`config.mk`:
```
export PLATFORM = sky130hd
export DESIGN_NAME = ssp_top
export DESIGN_NICKNAME = d
export VERILOG_FILES = /design/src/verilog/ssp_pkg.sv /design/src/verilog/ssp_reg_if.sv /design/src/verilog/ssp_regbank.sv /design/src/verilog/ssp_top.sv
export SDC_FILE = /design/constraint.sdc
export NUM_CORES = 1
export LEC_CHECK = 0
export ABC_AREA = 1
export BUFFER_PORTS_ARGS = -buffer_cell sky130_fd_sc_hd__buf_4
export CORE_UTILIZATION = 59
export CTS_CLUSTER_SIZE = 14
export DETAILED_ROUTE_END_ITERATION = 12
export PLACE_DENSITY = 0.79
export RECOVER_POWER = 50
export SYNTH_ARGS = -nofsm -noshare
export SYNTH_HDL_FRONTEND = slang
export SYNTH_SLANG_ARGS = --single-unit
```
`constraint.sdc`:
```
create_clock -name i_clk_sys -period 3.95 [get_ports i_clk_sys]
set_clock_uncertainty 0.1 [all_clocks]
set_input_delay 0.1975 -clock i_clk_sys [delete_from_list [all_inputs] [get_ports i_clk_sys]]
set_output_delay 0.1975 -clock i_clk_sys [all_outputs]
set_load 0.005 [all_outputs]
```
`src/verilog/ssp_pkg.sv`:
```
// Constants for the soft strap default loader
package ssp_pkg;
  // Strap vector bit positions
  localparam int STRAP_W = 6;
  localparam int ST_SPEED2 = 0;
  localparam int ST_DUPLEX2 = 1;
  localparam int ST_BP2 = 2;
  localparam int ST_FDFC2 = 3;
  localparam int ST_MANFC2 = 4;
  localparam int ST_SPEED0 = 5;
  // Strap defaults when undriven
  localparam logic [5:0] STRAP_DEFAULT = 6'h2f;
  // Register bank indices
  localparam logic [2:0] REG_BASIC = 3'h0;
  localparam logic [2:0] REG_ADV = 3'h1;
  localparam logic [2:0] REG_MODES = 3'h2;
  localparam logic [2:0] REG_FLOWCTL = 3'h3;
  localparam logic [2:0] REG_PARTNER = 3'h4;
  localparam logic [2:0] REG_STRAPS = 3'h5;
  localparam logic [2:0] REG_OVERRIDE = 3'h6;
  localparam logic [2:0] REG_STATUS = 3'h7;
  localparam int NREG = 8;
  // Basic control fields
  localparam int BC_DUPLEX = 8;
  localparam int BC_ANEN = 12;
  localparam int BC_SPEED_LSB = 13;
  // Advertisement fields
  localparam int ADV_10HD = 5;
  localparam int ADV_10FD = 6;
  localparam int ADV_100HD = 7;
  localparam int ADV_100FD = 8;
  localparam int ADV_SYM = 10;
  localparam int ADV_ASYM = 11;
  // Special modes field
  localparam int MODE_LSB = 5;
  // Flow control fields
  localparam int FC_RX = 0;
  localparam int FC_TX = 1;
  localparam int FC_BP = 2;
  localparam int FC_MAN = 3;
  // Status fields
  localparam int STS_LOADED = 0;
  localparam int STS_AN_FAIL = 1;
  localparam int STS_SPEED0 = 2;
  // Fixed base values of the strap-driven registers
  localparam logic [15:0] BASIC_BASE = 16'h1000;
  localparam logic [15:0] ADV_BASE = 16'h0181;
  localparam logic [15:0] MODES_BASE = 16'h0000;
  localparam logic [15:0] PARTNER_BASE = 16'h0001;
  typedef enum logic [1:0] {SSP_IDLE, SSP_LOAD, SSP_RUN} ssp_state_t;
endpackage

```
`src/verilog/ssp_reg_if.sv`:
```
// Register bank write and read carrier
`timescale 1ns/1ns
interface ssp_reg_if;
  logic we;
  logic [2:0] waddr;
  logic [15:0] wdata;
  logic re;
  logic [2:0] raddr;
  logic [15:0] rdata;
  modport ctl (output we, waddr, wdata, re, raddr, input rdata);
  modport mem (input we, waddr, wdata, re, raddr, output rdata);
endinterface

```
`src/verilog/ssp_regbank.sv`:
```
// Small register memory with registered read data
`timescale 1ns/1ns
module ssp_regbank #(
  parameter int DEPTH = 8
) (
  input wire logic i_clk_sys,
  input wire logic i_rst,
  ssp_reg_if.mem bus
);
  logic [15:0] mem [DEPTH];
  logic [15:0] rdata;

  // Contents come only from the controller, so no reset needed here
  always_ff @(posedge i_clk_sys) begin
    if (bus.we) begin
      mem[bus.waddr] <= bus.wdata;
    end
  end

  // Read data registered
  always_ff @(posedge i_clk_sys or posedge i_rst) begin
    if (i_rst) begin
      rdata <= 16'h0000;
    end else if (bus.re) begin
      rdata <= mem[bus.raddr];
    end
  end

  assign bus.rdata = rdata;
endmodule

```
`src/verilog/ssp_top.sv`:
```
// Soft strap loader turning straps into port register defaults
//
// Notes on behaviour
// - Port2 speed strap defaults one, sets speed
// - Speed strap feeds 10M advert bits, mode
// - Duplex strap defaults one, feeds duplex bits
// - Backpressure strap defaults one, sets enable
// - Pause strap defaults one, sets tx/rx
// - Pause strap may set asymmetric pause advert
// - Forced pause strap defaults zero, sets select
// - Forced pause strap clears both pause adverts
// - Port0 speed strap sets four partner bits
// - Port0 falls back to strapped speed
// - Loader values may replace soft straps
`timescale 1ns/1ns
module ssp_top (
  input wire logic i_clk_sys,
  input wire logic i_rst,
  input wire logic [5:0] i_strap_pins,
  input wire logic [5:0] i_strap_driven,
  input wire logic [5:0] i_loader_straps,
  input wire logic [5:0] i_loader_valid,
  input wire logic i_loader_done,
  input wire logic i_port0_an_fail,
  input wire logic [2:0] i_addr,
  input wire logic [15:0] i_wdata,
  input wire logic i_wr,
  input wire logic i_rd,
  output logic [15:0] o_rdata,
  output logic o_defaults_loaded,
  output logic o_port0_speed_100,
  output logic o_port2_speed_100,
  output logic o_port2_full_duplex
);
  // Five default words live in the bank; straps, mask, status are local
  ssp_reg_if rif ();

  ssp_regbank #(
    .DEPTH(ssp_pkg::NREG)
  ) u_bank (
    .i_clk_sys(i_clk_sys),
    .i_rst(i_rst),
    .bus(rif.mem)
  );

  // Pin and loader inputs come from outside the clock domain.
  // Each line gets its own pair of flops; the loader must set its words
  // a cycle before raising done, or a mix of old and new is captured.
  logic [5:0] pin_s1;
  logic [5:0] pin_s2;
  logic [5:0] drv_s1;
  logic [5:0] drv_s2;
  logic [5:0] ldv_s1;
  logic [5:0] ldv_s2;
  logic [5:0] lds_s1;
  logic [5:0] lds_s2;
  logic done_s1;
  logic done_s2;
  logic anf_s1;
  logic anf_s2;

  always_ff @(posedge i_clk_sys or posedge i_rst) begin
    if (i_rst) begin
      pin_s1 <= 6'h00;
      pin_s2 <= 6'h00;
      drv_s1 <= 6'h00;
      drv_s2 <= 6'h00;
    end else begin
      pin_s1 <= i_strap_pins;
      pin_s2 <= pin_s1;
      drv_s1 <= i_strap_driven;
      drv_s2 <= drv_s1;
    end
  end

  always_ff @(posedge i_clk_sys or posedge i_rst) begin
    if (i_rst) begin
      lds_s1 <= 6'h00;
      lds_s2 <= 6'h00;
      ldv_s1 <= 6'h00;
      ldv_s2 <= 6'h00;
    end else begin
      lds_s1 <= i_loader_straps;
      lds_s2 <= lds_s1;
      ldv_s1 <= i_loader_valid;
      ldv_s2 <= ldv_s1;
    end
  end

  always_ff @(posedge i_clk_sys or posedge i_rst) begin
    if (i_rst) begin
      done_s1 <= 1'b0;
      done_s2 <= 1'b0;
      anf_s1 <= 1'b0;
      anf_s2 <= 1'b0;
    end else begin
      done_s1 <= i_loader_done;
      done_s2 <= done_s1;
      anf_s1 <= i_port0_an_fail;
      anf_s2 <= anf_s1;
    end
  end

  // Undriven pins fall back to their strap defaults, per bit
  // Straps are static after power-up, so no handshake is needed
  logic [5:0] pin_value;
  logic [5:0] eff_strap;
  genvar g;
  generate
    for (g = 0; g < ssp_pkg::STRAP_W; g++) begin : g_strap
      assign pin_value[g] = drv_s2[g] ? pin_s2[g] :
        ssp_pkg::STRAP_DEFAULT[g];
      assign eff_strap[g] = ldv_s2[g] ? lds_s2[g] : pin_value[g];
    end
  endgenerate

  // Straps captured when the loader is done, so overrides land first
  logic [5:0] strap_q;
  logic [5:0] ovr_q;
  ssp_pkg::ssp_state_t state;
  ssp_pkg::ssp_state_t next_state;
  logic [2:0] load_idx;
  logic [2:0] next_load_idx;

  // Load sequencer: idle until done, then one bank write per cycle
  // through basic control up to partner ability, five words in all
  always_comb begin
    next_state = state;
    next_load_idx = load_idx;
    case (state)
      ssp_pkg::SSP_IDLE: begin
        // Pins alone never start a load; the loader must finish
        if (done_s2) begin
          next_state = ssp_pkg::SSP_LOAD;
          next_load_idx = ssp_pkg::REG_BASIC;
        end
      end
      ssp_pkg::SSP_LOAD: begin
        next_load_idx = load_idx + 3'h1;
        if (load_idx == ssp_pkg::REG_PARTNER) begin
          next_state = ssp_pkg::SSP_RUN;
        end
      end
      ssp_pkg::SSP_RUN: begin
        // Held until the next reset
        next_state = ssp_pkg::SSP_RUN;
      end
      default: begin
        // A stray encoding restarts the sequence cleanly
        next_state = ssp_pkg::SSP_IDLE;
      end
    endcase
  end

  // Sequencer state
  always_ff @(posedge i_clk_sys or posedge i_rst) begin
    if (i_rst) begin
      state <= ssp_pkg::SSP_IDLE;
      load_idx <= 3'h0;
    end else begin
      state <= next_state;
      load_idx <= next_load_idx;
    end
  end

  // Fires on one edge only: the first with done seen high
  wire capture = (state == ssp_pkg::SSP_IDLE) && done_s2;

  // Latch strap values once; later pin wiggles do not disturb registers
  // The mask is kept so software can tell loader values from pins
  always_ff @(posedge i_clk_sys or posedge i_rst) begin
    if (i_rst) begin
      strap_q <= 6'h00;
      ovr_q <= 6'h00;
    end else if (capture) begin
      strap_q <= eff_strap;
      ovr_q <= ldv_s2;
    end
  end

  // Named strap bits
  wire s_speed2 = strap_q[ssp_pkg::ST_SPEED2];
  wire s_duplex2 = strap_q[ssp_pkg::ST_DUPLEX2];
  wire s_bp2 = strap_q[ssp_pkg::ST_BP2];
  wire s_fdfc2 = strap_q[ssp_pkg::ST_FDFC2];
  wire s_manfc2 = strap_q[ssp_pkg::ST_MANFC2];
  wire s_speed0 = strap_q[ssp_pkg::ST_SPEED0];

  // Basic control default: speed low bit and duplex
  // Autoneg enable comes from the base word; no strap here drives it
  logic [15:0] basic_dflt;
  always_comb begin
    basic_dflt = ssp_pkg::BASIC_BASE;
    basic_dflt[ssp_pkg::BC_SPEED_LSB] = s_speed2;
    basic_dflt[ssp_pkg::BC_DUPLEX] = s_duplex2;
  end

  // Advertisement default; 10M only offered when strapped down to 10M
  logic [15:0] adv_dflt;
  always_comb begin
    adv_dflt = ssp_pkg::ADV_BASE;
    adv_dflt[ssp_pkg::ADV_10HD] = !s_speed2;
    adv_dflt[ssp_pkg::ADV_10FD] = !s_speed2 && s_duplex2;
    // Forced pause: no symmetric and no asymmetric pause advert
    if (s_manfc2) begin
      adv_dflt[ssp_pkg::ADV_SYM] = 1'b0;
      adv_dflt[ssp_pkg::ADV_ASYM] = 1'b0;
    end else begin
      adv_dflt[ssp_pkg::ADV_SYM] = s_fdfc2;
      adv_dflt[ssp_pkg::ADV_ASYM] = s_fdfc2;
    end
  end

  // Mode field: 100FD, 100HD, 10FD or 10HD forced choice
  // Top mode bit stays clear; no strap selects the all-capable mode
  logic [15:0] modes_dflt;
  always_comb begin
    modes_dflt = ssp_pkg::MODES_BASE;
    modes_dflt[ssp_pkg::MODE_LSB +: 3] = {1'b0, s_speed2, s_duplex2};
  end

  // Flow control default; rx and tx pause share one strap
  // Backpressure only matters in half duplex but is loaded regardless
  logic [15:0] fc_dflt;
  always_comb begin
    fc_dflt = 16'h0000;
    fc_dflt[ssp_pkg::FC_BP] = s_bp2;
    fc_dflt[ssp_pkg::FC_TX] = s_fdfc2;
    fc_dflt[ssp_pkg::FC_RX] = s_fdfc2;
    fc_dflt[ssp_pkg::FC_MAN] = s_manfc2;
  end

  // Emulated PHY partner abilities follow port 0 speed
  // The partner claims only the strapped rate, so autoneg lands on it
  logic [15:0] partner_dflt;
  always_comb begin
    partner_dflt = ssp_pkg::PARTNER_BASE;
    partner_dflt[ssp_pkg::ADV_100FD] = s_speed0;
    partner_dflt[ssp_pkg::ADV_100HD] = s_speed0;
    partner_dflt[ssp_pkg::ADV_10FD] = !s_speed0;
    partner_dflt[ssp_pkg::ADV_10HD] = !s_speed0;
  end

  // Default word for the register being loaded
  // Indices above the partner word never reach here while loading
  logic [15:0] load_word;
  always_comb begin
    case (load_idx)
      ssp_pkg::REG_BASIC: load_word = basic_dflt;
      ssp_pkg::REG_ADV: load_word = adv_dflt;
      ssp_pkg::REG_MODES: load_word = modes_dflt;
      ssp_pkg::REG_FLOWCTL: load_word = fc_dflt;
      ssp_pkg::REG_PARTNER: load_word = partner_dflt;
      default: load_word = 16'h0000;
    endcase
  end

  // Software decode; writes refused until defaults are in place
  // Early writes would be lost anyway, as the sequencer overwrites them
  // Writes to the local read-only words fall through and are dropped
  wire loading = (state == ssp_pkg::SSP_LOAD);
  wire running = (state == ssp_pkg::SSP_RUN);
  wire sw_wr_mem = i_wr && running && (i_addr <= ssp_pkg::REG_PARTNER);
  wire rd_mem = i_rd && (i_addr <= ssp_pkg::REG_PARTNER);

  // Loader owns the write port while loading, software after
  // Software is refused while loading, so the writers never collide
  assign rif.we = loading || sw_wr_mem;
  assign rif.waddr = loading ? load_idx : i_addr;
  assign rif.wdata = loading ? load_word : i_wdata;
  assign rif.re = rd_mem;
  assign rif.raddr = i_addr;

  // Shadow copies of live control bits for the outputs
  // Kept beside the bank so the port outputs need no second read port
  logic [15:0] basic_live;
  always_ff @(posedge i_clk_sys or posedge i_rst) begin
    if (i_rst) begin
      basic_live <= ssp_pkg::BASIC_BASE;
    end else if (rif.we && rif.waddr == ssp_pkg::REG_BASIC) begin
      basic_live <= rif.wdata;
    end
  end

  // Local register read path, muxed with bank data one cycle later
  logic rd_local;
  logic rd_bank;
  logic [15:0] local_q;
  // Status fields placed at their package positions
  logic [15:0] status_word;
  always_comb begin
    status_word = 16'h0000;
    status_word[ssp_pkg::STS_LOADED] = running;
    status_word[ssp_pkg::STS_AN_FAIL] = anf_s2;
    status_word[ssp_pkg::STS_SPEED0] = s_speed0;
  end
  logic [15:0] local_word;
  always_comb begin
    case (i_addr)
      ssp_pkg::REG_STRAPS: local_word = {10'h000, strap_q};
      ssp_pkg::REG_OVERRIDE: local_word = {10'h000, ovr_q};
      ssp_pkg::REG_STATUS: local_word = status_word;
      default: local_word = 16'h0000;
    endcase
  end

  // Local word captured every cycle, used only after a local read
  always_ff @(posedge i_clk_sys or posedge i_rst) begin
    if (i_rst) begin
      rd_bank <= 1'b0;
      rd_local <= 1'b0;
      local_q <= 16'h0000;
    end else begin
      rd_bank <= rd_mem;
      rd_local <= i_rd && !rd_mem;
      local_q <= local_word;
    end
  end

  // Combined read data; zero when no read happened
  // A mux of registered words, not a flop of its own: one more stage
  // would push the data past the cycle after the strobe
  always_comb begin
    if (rd_bank) begin
      o_rdata = rif.rdata;
    end else if (rd_local) begin
      o_rdata = local_q;
    end else begin
      o_rdata = 16'h0000;
    end
  end

  // Port 0 takes the strapped speed only while autoneg reports failure,
  // and keeps the last value once the failure clears
  wire port0_speed_next = anf_s2 ? s_speed0 : o_port0_speed_100;

  // Status outputs; port 0 speed falls back to strap on failure
  always_ff @(posedge i_clk_sys or posedge i_rst) begin
    if (i_rst) begin
      o_defaults_loaded <= 1'b0;
      o_port0_speed_100 <= 1'b0;
      o_port2_speed_100 <= 1'b0;
      o_port2_full_duplex <= 1'b0;
    end else begin
      o_defaults_loaded <= running;
      o_port0_speed_100 <= port0_speed_next;
      o_port2_speed_100 <= basic_live[ssp_pkg::BC_SPEED_LSB];
      o_port2_full_duplex <= basic_live[ssp_pkg::BC_DUPLEX];
    end
  end
endmodule
```
==> flow_metrics.py, run 1 <==
metrics = {
    "global_routing": {
        "track_usage_pct": 28.0,
        "grt_max_degree": 79,
        "grt_first_pass_wirelength_um": 33300,
        "grt_pass1_vias": 6293,
        "grt_overflow": 0,
        "antenna_found_initial": 0,
    },
    "setup_path": {
        "cp_data_required_time_ps": 4030,
        "r2r-end": "u_bank.mem[3][14]$_DFFE_PP_",
        "cp.arrival_ps": 3170,
        "end_kind": "flop",
        "path_max_fanout": 20,
        "r2r_slack_ps": 860,
        "path_class": "reg2reg",
        "r2r_start": "state[1]$_DFFE_PP0P_",
        "crit_path_start_kind": "flop",
        "r2r_cells": 8,
    },
    "logic_synthesis": {
        "seq_area_frac_synth_pct": 70.4,
        "synth_cells": 844,
        "yosys_register_bits": 227,
        "syn_nets": 902,
        "synth_top_area_cell": "edfxtp_1",
        "synthDistinctLibCells": 30,
        "syn_avg_cell_area_um2": 10.6,
        "synthesis.area_um2": 8980,
        "synth_area_leaders": "edfxtp_1, dfrtp_1, nand2_1",
        "ys_warn_count": 0,
        "synth_top_area_share_pct": 42.8,
    },
    "placement": {
        "place_congestion": 0.862,
        "portBuffers": 68,
        "dp_hpwl_um": 12800,
        "pre_cts_ws_ps": 1290,
    },
    "drt": {
        "initialDrtViolationCount": 948,
        "wire_per_inst_um": 18.5,
        "wl_met2_um": 9970,
        "num_vias": 6409,
        "wl_met3_um": 2090,
        "routed_wl_um": 21100,
        "drc": 0,
        "vias_per_cell": 5.62,
        "detail-route-antenna-nets": 0,
        "met1_length_um": 8340,
        "topRoutingLayerUsed": "met4",
        "dr.pass1.iters": 7,
    },
    "cells_and_area": {
        "drive_above_1_share_pct": 12.3,
        "diodes": 0,
        "syn2layout_area_growth_pct": 18.3,
        "multi_input_area_um2": 2300,
        "seq_area_um2": 6320,
        "fillCellCount": 958,
        "nets": 999,
    },
    "outcome": {
        "status": "finished, final reports clean",
    },
    "worst_hold_path": {
        "worstHoldEndpoint": "rd_local$_DFF_PP0_",
        "hold-path-cell-count": 3,
        "hold_path.class": "in2reg",
        "min_from": "i_addr[2]",
    },
    "clock_tree": {
        "cts_tree": "built",
        "cts_sinks": 227,
        "postCtsResizedCells": 0,
        "clk_latency_ps": 490,
        "clkTransAtPathRegs_ps": 60,
        "cts-buffers-inserted": 23,
        "cts_root_buffer": "clkbuf_16",
        "htreeDepth": 1,
        "clockBufferDepth": 3,
    },
    "flow_run": {
        "maxCapViolations": 0,
    },
    "floorplanning": {
        "die_w_um": 125,
        "die_h_um": 125,
        "fp.dieArea_um2": 15700,
        "rows": 44,
        "fp.coreArea_um2": 14700,
        "io_pins": 69,
        "start_util_pct": 61.1,
    },
    "timing": {
        "setup_violations": 0,
        "setup_ws_ps": 863,
        "clock.fmax_mhz": 324,
        "period_needed_ps": 3090,
        "rsz0062_at_grt": "false",
        "report.final.slew_viol_count": 0,
        "tns_ps": 0,
        "final_hold_viol_count": 0,
        "relSlewSlack_pct": 9.19,
        "worstMarginPinSlew_ps": 1360,
        "finalCritPeriodShare_pct": 78.2,
    },
    "power": {
        "leakagePower_uw": 0.00486,
        "ir_worst_vdd_mv": 0.450,
        "power_density_nw_per_um2": 599,
    },
}
[power by group]
group          internal (uW)  switching, uW
clock                   1280            860
sequential              2960            135
combinational            327            805
total                   4570           1800
[metrics by stage]
step                instance area, um^2  utilization [%]  hold WS [ps]  cells  total power, uW
floorplan                          8980                -           129    844             3800
global placement                   9640             65.6           207   1073             4170
detailed placement                 9640             65.6           208   1073             4230
CTS                               10700             72.5          80.6   1141             6360
global route                      10600             72.3          93.0   1141             6610
finish                            10600             72.3          99.1   1141             6370
[layout by cell type (no fill, tap or decap), drive strengths merged, types with 2 or more instances in the layout]
cell type    synthesis  final
clkbuf               6     80
dfrtp               99     99
nor3                 3      3
nor2                21     21
buf                 28     35
o211ai               3      3
inv                 46     46
dlygate4sd3          0     27
a21oi               11     11
nand2              394    394
nand3               67     67
a21o                 2      2
clkinv               1      5
a2bb2oi              5      5
edfxtp             128    128
o21ai               18     18
ha                   9      9
[state kept, by name (all words and copies together) (netlist names), 2 cells and up]
register,flops
lds_s2,6
ldv_s1,6
lds_s1,6
pin_s1,6
load_idx,3
ovr_q,6
local_q,6
drv_s2,6
u_bank.mem,128
drv_s1,6
u_bank.bus.rdata,16
state,2
pin_s2,6
ldv_s2,6
basic_live,2
strap_q,6
[cell families after synthesis]
family / share of synthesized area, %
AND/OR/NAND/NOR: 21.7
flip-flops: 70.4
buffers and inverters: 3.97
AO/OA/AOI/OAI: 2.70
adder cells (fa/ha/maj): 1.25
[cell usage after synthesis]
library cell  number
a2bb2oi_1          5
nor2_1            17
nand3_1           67
ha_1               9
buf_2             12
o211ai_1           3
buf_6              1
o21ai_2            1
inv_2              4
nor3_1             2
nor2_8             1
nor2_4             1
buf_4              8
buf_1              7
nor3_2             1
nand2_1          393
clkbuf_1           6
nand4_1            1
a31oi_1            1
a21o_1             2
a21oi_1           11
inv_1             42
dfrtp_1           99
nor2_2             2
nand2_2            1
o21ai_0           10
o22ai_1            1
edfxtp_1         128
clkinv_1           1
o21ai_1            7
[final cells by class]
cell class	instances	share of cell area, %
Inverter	47	1.68
Clock inverter	5	0.471
Timing Repair Buffer	106	7.96
Tap cell	184	2.17
Sequential cell	227	59.5
Multi-Input combinational cell	536	21.7
Clock buffer	36	6.56
[worst max-delay path, stage by stage, from the launching register on]
cell and delay, ps:
dfrtp_1 380, inv_1 120, ha_1 190, clkbuf_1 640
nand2_1 120, o21ai_1 280, nand2_1 150, nor2_1 480
buf_4 310
[per-layer routing]
| layer | vias up | GRT usage (%) |
|---|---|---|
| met4 | 0 | 10.8 |
| met2 | 388 | 44.1 |
| li1 | 2934 | - |
| met5 | - | 0 |
| met1 | 3028 | 39.0 |
| met3 | 59 | 5.69 |
[worst max path at each step]
stage / startpoint / end / slack (ps) / cells past startpoint
finish: state[1]$_DFFE_PP0P_ / u_bank.mem[3][14]$_DFFE_PP_ / 860 / 8
global route: state[1]$_DFFE_PP0P_ / u_bank.mem[3][14]$_DFFE_PP_ / 650 / 8
CTS: state[1]$_DFFE_PP0P_ / u_bank.mem[0][7]$_DFFE_PP_ / 1300 / 8
detailed placement: state[1]$_DFFE_PP0P_ / u_bank.mem[0][10]$_DFFE_PP_ / 1290 / 8
global placement: state[1]$_DFFE_PP0P_ / u_bank.mem[0][15]$_DFFE_PP_ / 1420 / 8
floorplan: i_rst / anf_s1$_DFF_PP0_ / 1060 / 1
[repair_timing]
| action | 4_1_cts | 5_1_grt |
|---|---|---|
| hold endpoints to repair | 103 | 0 |
| buffers inserted | 0 | 0 |
| hold buffers | 27 | 0 |
Note: power is estimated with default switching activity, not from simulation.
==> inputs of run 2 (changes only) <==
- CORE_UTILIZATION: 59 -> 54
- PLACE_DENSITY: 0.79 -> 0.76
- clock period: 3.95 -> 2.75 ns (I/O delays scaled with it)
==> flow_metrics.py, run 2 (same netlist as run 1, synthesis figures left out) <==
metrics = {
    "clock_tree": {
        "clkTransAtPathRegs_ps": 60,
        "clk_latency_ps": 500,
        "clockBufferDepth": 3,
        "cts_root_buffer": "clkbuf_16",
        "cts_sinks": 227,
        "htreeDepth": 1,
        "cts_tree": "built",
        "cts-buffers-inserted": 23,
        "postCtsResizedCells": 0,
    },
    "setup_path": {
        "cp_data_required_time_ps": 3040,
        "path_common_cell": "nand2_1",
        "path_cells": "dlygate4sd3_1 > clkbuf_4 > inv_1 > nor2_1 > inv_2 > nand2_1 > nand2_1",
        "critPathSlowestCell": "nor2_1",
        "path_max_fanout": 18,
        "cpPeakStageDelay_ps": 1120,
        "cp.arrival_ps": 2600,
        "end_kind": "flop",
        "r2r-end": "u_bank.mem[7][12]$_DFFE_PP_",
        "r2r_cells": 8,
        "path_class": "in2reg",
        "r2r_slack_ps": 480,
        "crit_path_start_kind": "primary input",
        "r2r_start": "state[1]$_DFFE_PP0P_",
    },
    "power": {
        "finalPower_uw": 9140,
        "power_density_nw_per_um2": 847,
        "leakagePower_uw": 0.00492,
        "ir_worst_vdd_mv": 0.540,
        "clkPwrFrac_pct": 33.3,
        "combPwrFrac_pct": 18.1,
        "switching_share_pct": 28.2,
        "internal_power_uw": 6570,
        "p_seq_share_pct": 48.6,
        "p_switching_uw": 2580,
    },
    "cells_and_area": {
        "drive_above_1_share_pct": 13.5,
        "regMostFlops": "u_bank.mem",
        "largestRegisters": "u_bank.mem x128, u_bank.bus.rdata x16",
        "syn2layout_area_growth_pct": 20.2,
        "final_cell_mix": "nand2_1, edfxtp_1, dfrtp_1, nand3_1, buf_4",
        "nets": 1013,
        "final_common_cell": "nand2_1",
        "largest_reg_flops": 128,
        "diodes": 0,
    },
    "timing": {
        "relSlewSlack_pct": -30.1,
        "worstMarginPinSlew_ps": 1940,
        "final_hold_viol_count": 0,
        "finalCritPeriodShare_pct": 84.1,
        "period_needed_ps": 2310,
        "setup_violations": 0,
        "report.final.slew_viol_count": 78,
        "rsz0062_at_grt": "false",
        "tns_ps": 0,
        "clock.fmax_mhz": 432,
    },
    "outcome": {
        "violations": "max-capacitance violations, max-slew violations",
        "status": "finished with violations",
    },
    "floorplanning": {
        "fp.coreArea_um2": 16100,
        "io_pins": 69,
        "rows": 46,
        "die_h_um": 131,
        "start_util_pct": 55.9,
        "die_w_um": 131,
        "fp.dieArea_um2": 17200,
    },
    "drt": {
        "wl_met3_um": 2080,
        "wl_met2_um": 9630,
        "topRoutingLayerUsed": "met4",
        "drc": 0,
        "detail-route-antenna-nets": 0,
        "vias_per_cell": 5.36,
        "num_vias": 6352,
        "initialDrtViolationCount": 753,
        "met1_length_um": 8310,
        "routed_wl_um": 20600,
        "dr.pass1.iters": 5,
        "wire_per_inst_um": 17.4,
    },
    "placement": {
        "dp_hpwl_um": 13200,
        "portBuffers": 68,
        "place_congestion": 0.881,
    },
    "global_routing": {
        "grt_overflow": 0,
        "antenna_found_initial": 0,
        "grt_first_pass_wirelength_um": 32400,
        "grt_pass1_vias": 6212,
        "grt_max_degree": 46,
        "track_usage_pct": 25.8,
    },
    "worst_hold_path": {
        "hold_path.class": "in2reg",
        "min_from": "i_addr[2]",
        "hold-path-cell-count": 4,
        "worstHoldEndpoint": "u_bank.bus.rdata[4]$_DFFE_PP0P_",
    },
    "flow_run": {
        "maxCapViolations": 3,
    },
}
run 2: changes by cell type in the layout (fill, tap and decap cells not counted), moves of 2 or more:
cell / change
clkbuf_4: -2
buf_12: +2
buf_4: +11
clkbuf_8: -3
dlygate4sd3_1: +4
clkbuf_1: -2
run 2: layout make-up:
cell class | instances | area [um^2]
Sequential cell | 227 | 6320
Tap cell | 216 | 270
Inverter | 47 | 178
Clock buffer | 30 | 623
Timing Repair Buffer | 120 | 988
Clock inverter | 10 | 116
Fill cell | 1150 | 5260
Multi-Input combinational cell | 536 | 2300
run 2: power groups by stage:
stage / clock (uW) / combinational, uW / sequential [uW]
detailed placement: 0 / 1600 / 4500
floorplan: 0 / 1010 / 4440
global placement: 0 / 1560 / 4490
global route: 3220 / 1840 / 4480
finish: 3050 / 1660 / 4440
CTS: 3070 / 1660 / 4440
run 2: worst max-delay path: cells and delay by family:
family / cells / cell delay [ps]
simple gates: 3 / 1350
buf+inv: 4 / 1120
run 2: routing by layer:
metal | global-route usage (%) | up-vias
li1 | - | 2970
met1 | 35.7 | 3043
met2 | 40.1 | 293
met3 | 5.78 | 46
met4 | 9.87 | 0
met5 | 0 | -
run 2: worst max path at each step:
stage,startpoint,end,cells past startpoint
5_1_grt,i_rd,u_bank.bus.rdata[11]$_DFFE_PP0P_,7
2_1_floorplan,state[1]$_DFFE_PP0P_,u_bank.mem[1][0]$_DFFE_PP_,7
3_3_place_gp,state[1]$_DFFE_PP0P_,u_bank.mem[7][10]$_DFFE_PP_,8
6_report,i_rd,u_bank.bus.rdata[2]$_DFFE_PP0P_,7
3_5_place_dp,state[1]$_DFFE_PP0P_,u_bank.mem[7][6]$_DFFE_PP_,8
4_1_cts,state[1]$_DFFE_PP0P_,u_bank.mem[7][15]$_DFFE_PP_,8
run 2: metrics by stage:
step           utilization, %  setup WS [ps]  cell area (um^2)  std cells  hold slack [ps]
2_1_floorplan               -            347              9000        844             68.9
3_3_place_gp             60.9            628              9780       1115              147
3_5_place_dp             60.9            517              9780       1115              148
4_1_cts                  67.4            494             10800       1186             5.60
5_1_grt                  67.2            280             10800       1186             48.6
6_report                 67.2            437             10800       1186             18.5
run 2: timing repair:
action	4_1_cts	5_1_grt
hold buffers	31	0
endpoints found under the hold margin	74	0
setup buffers	0	0
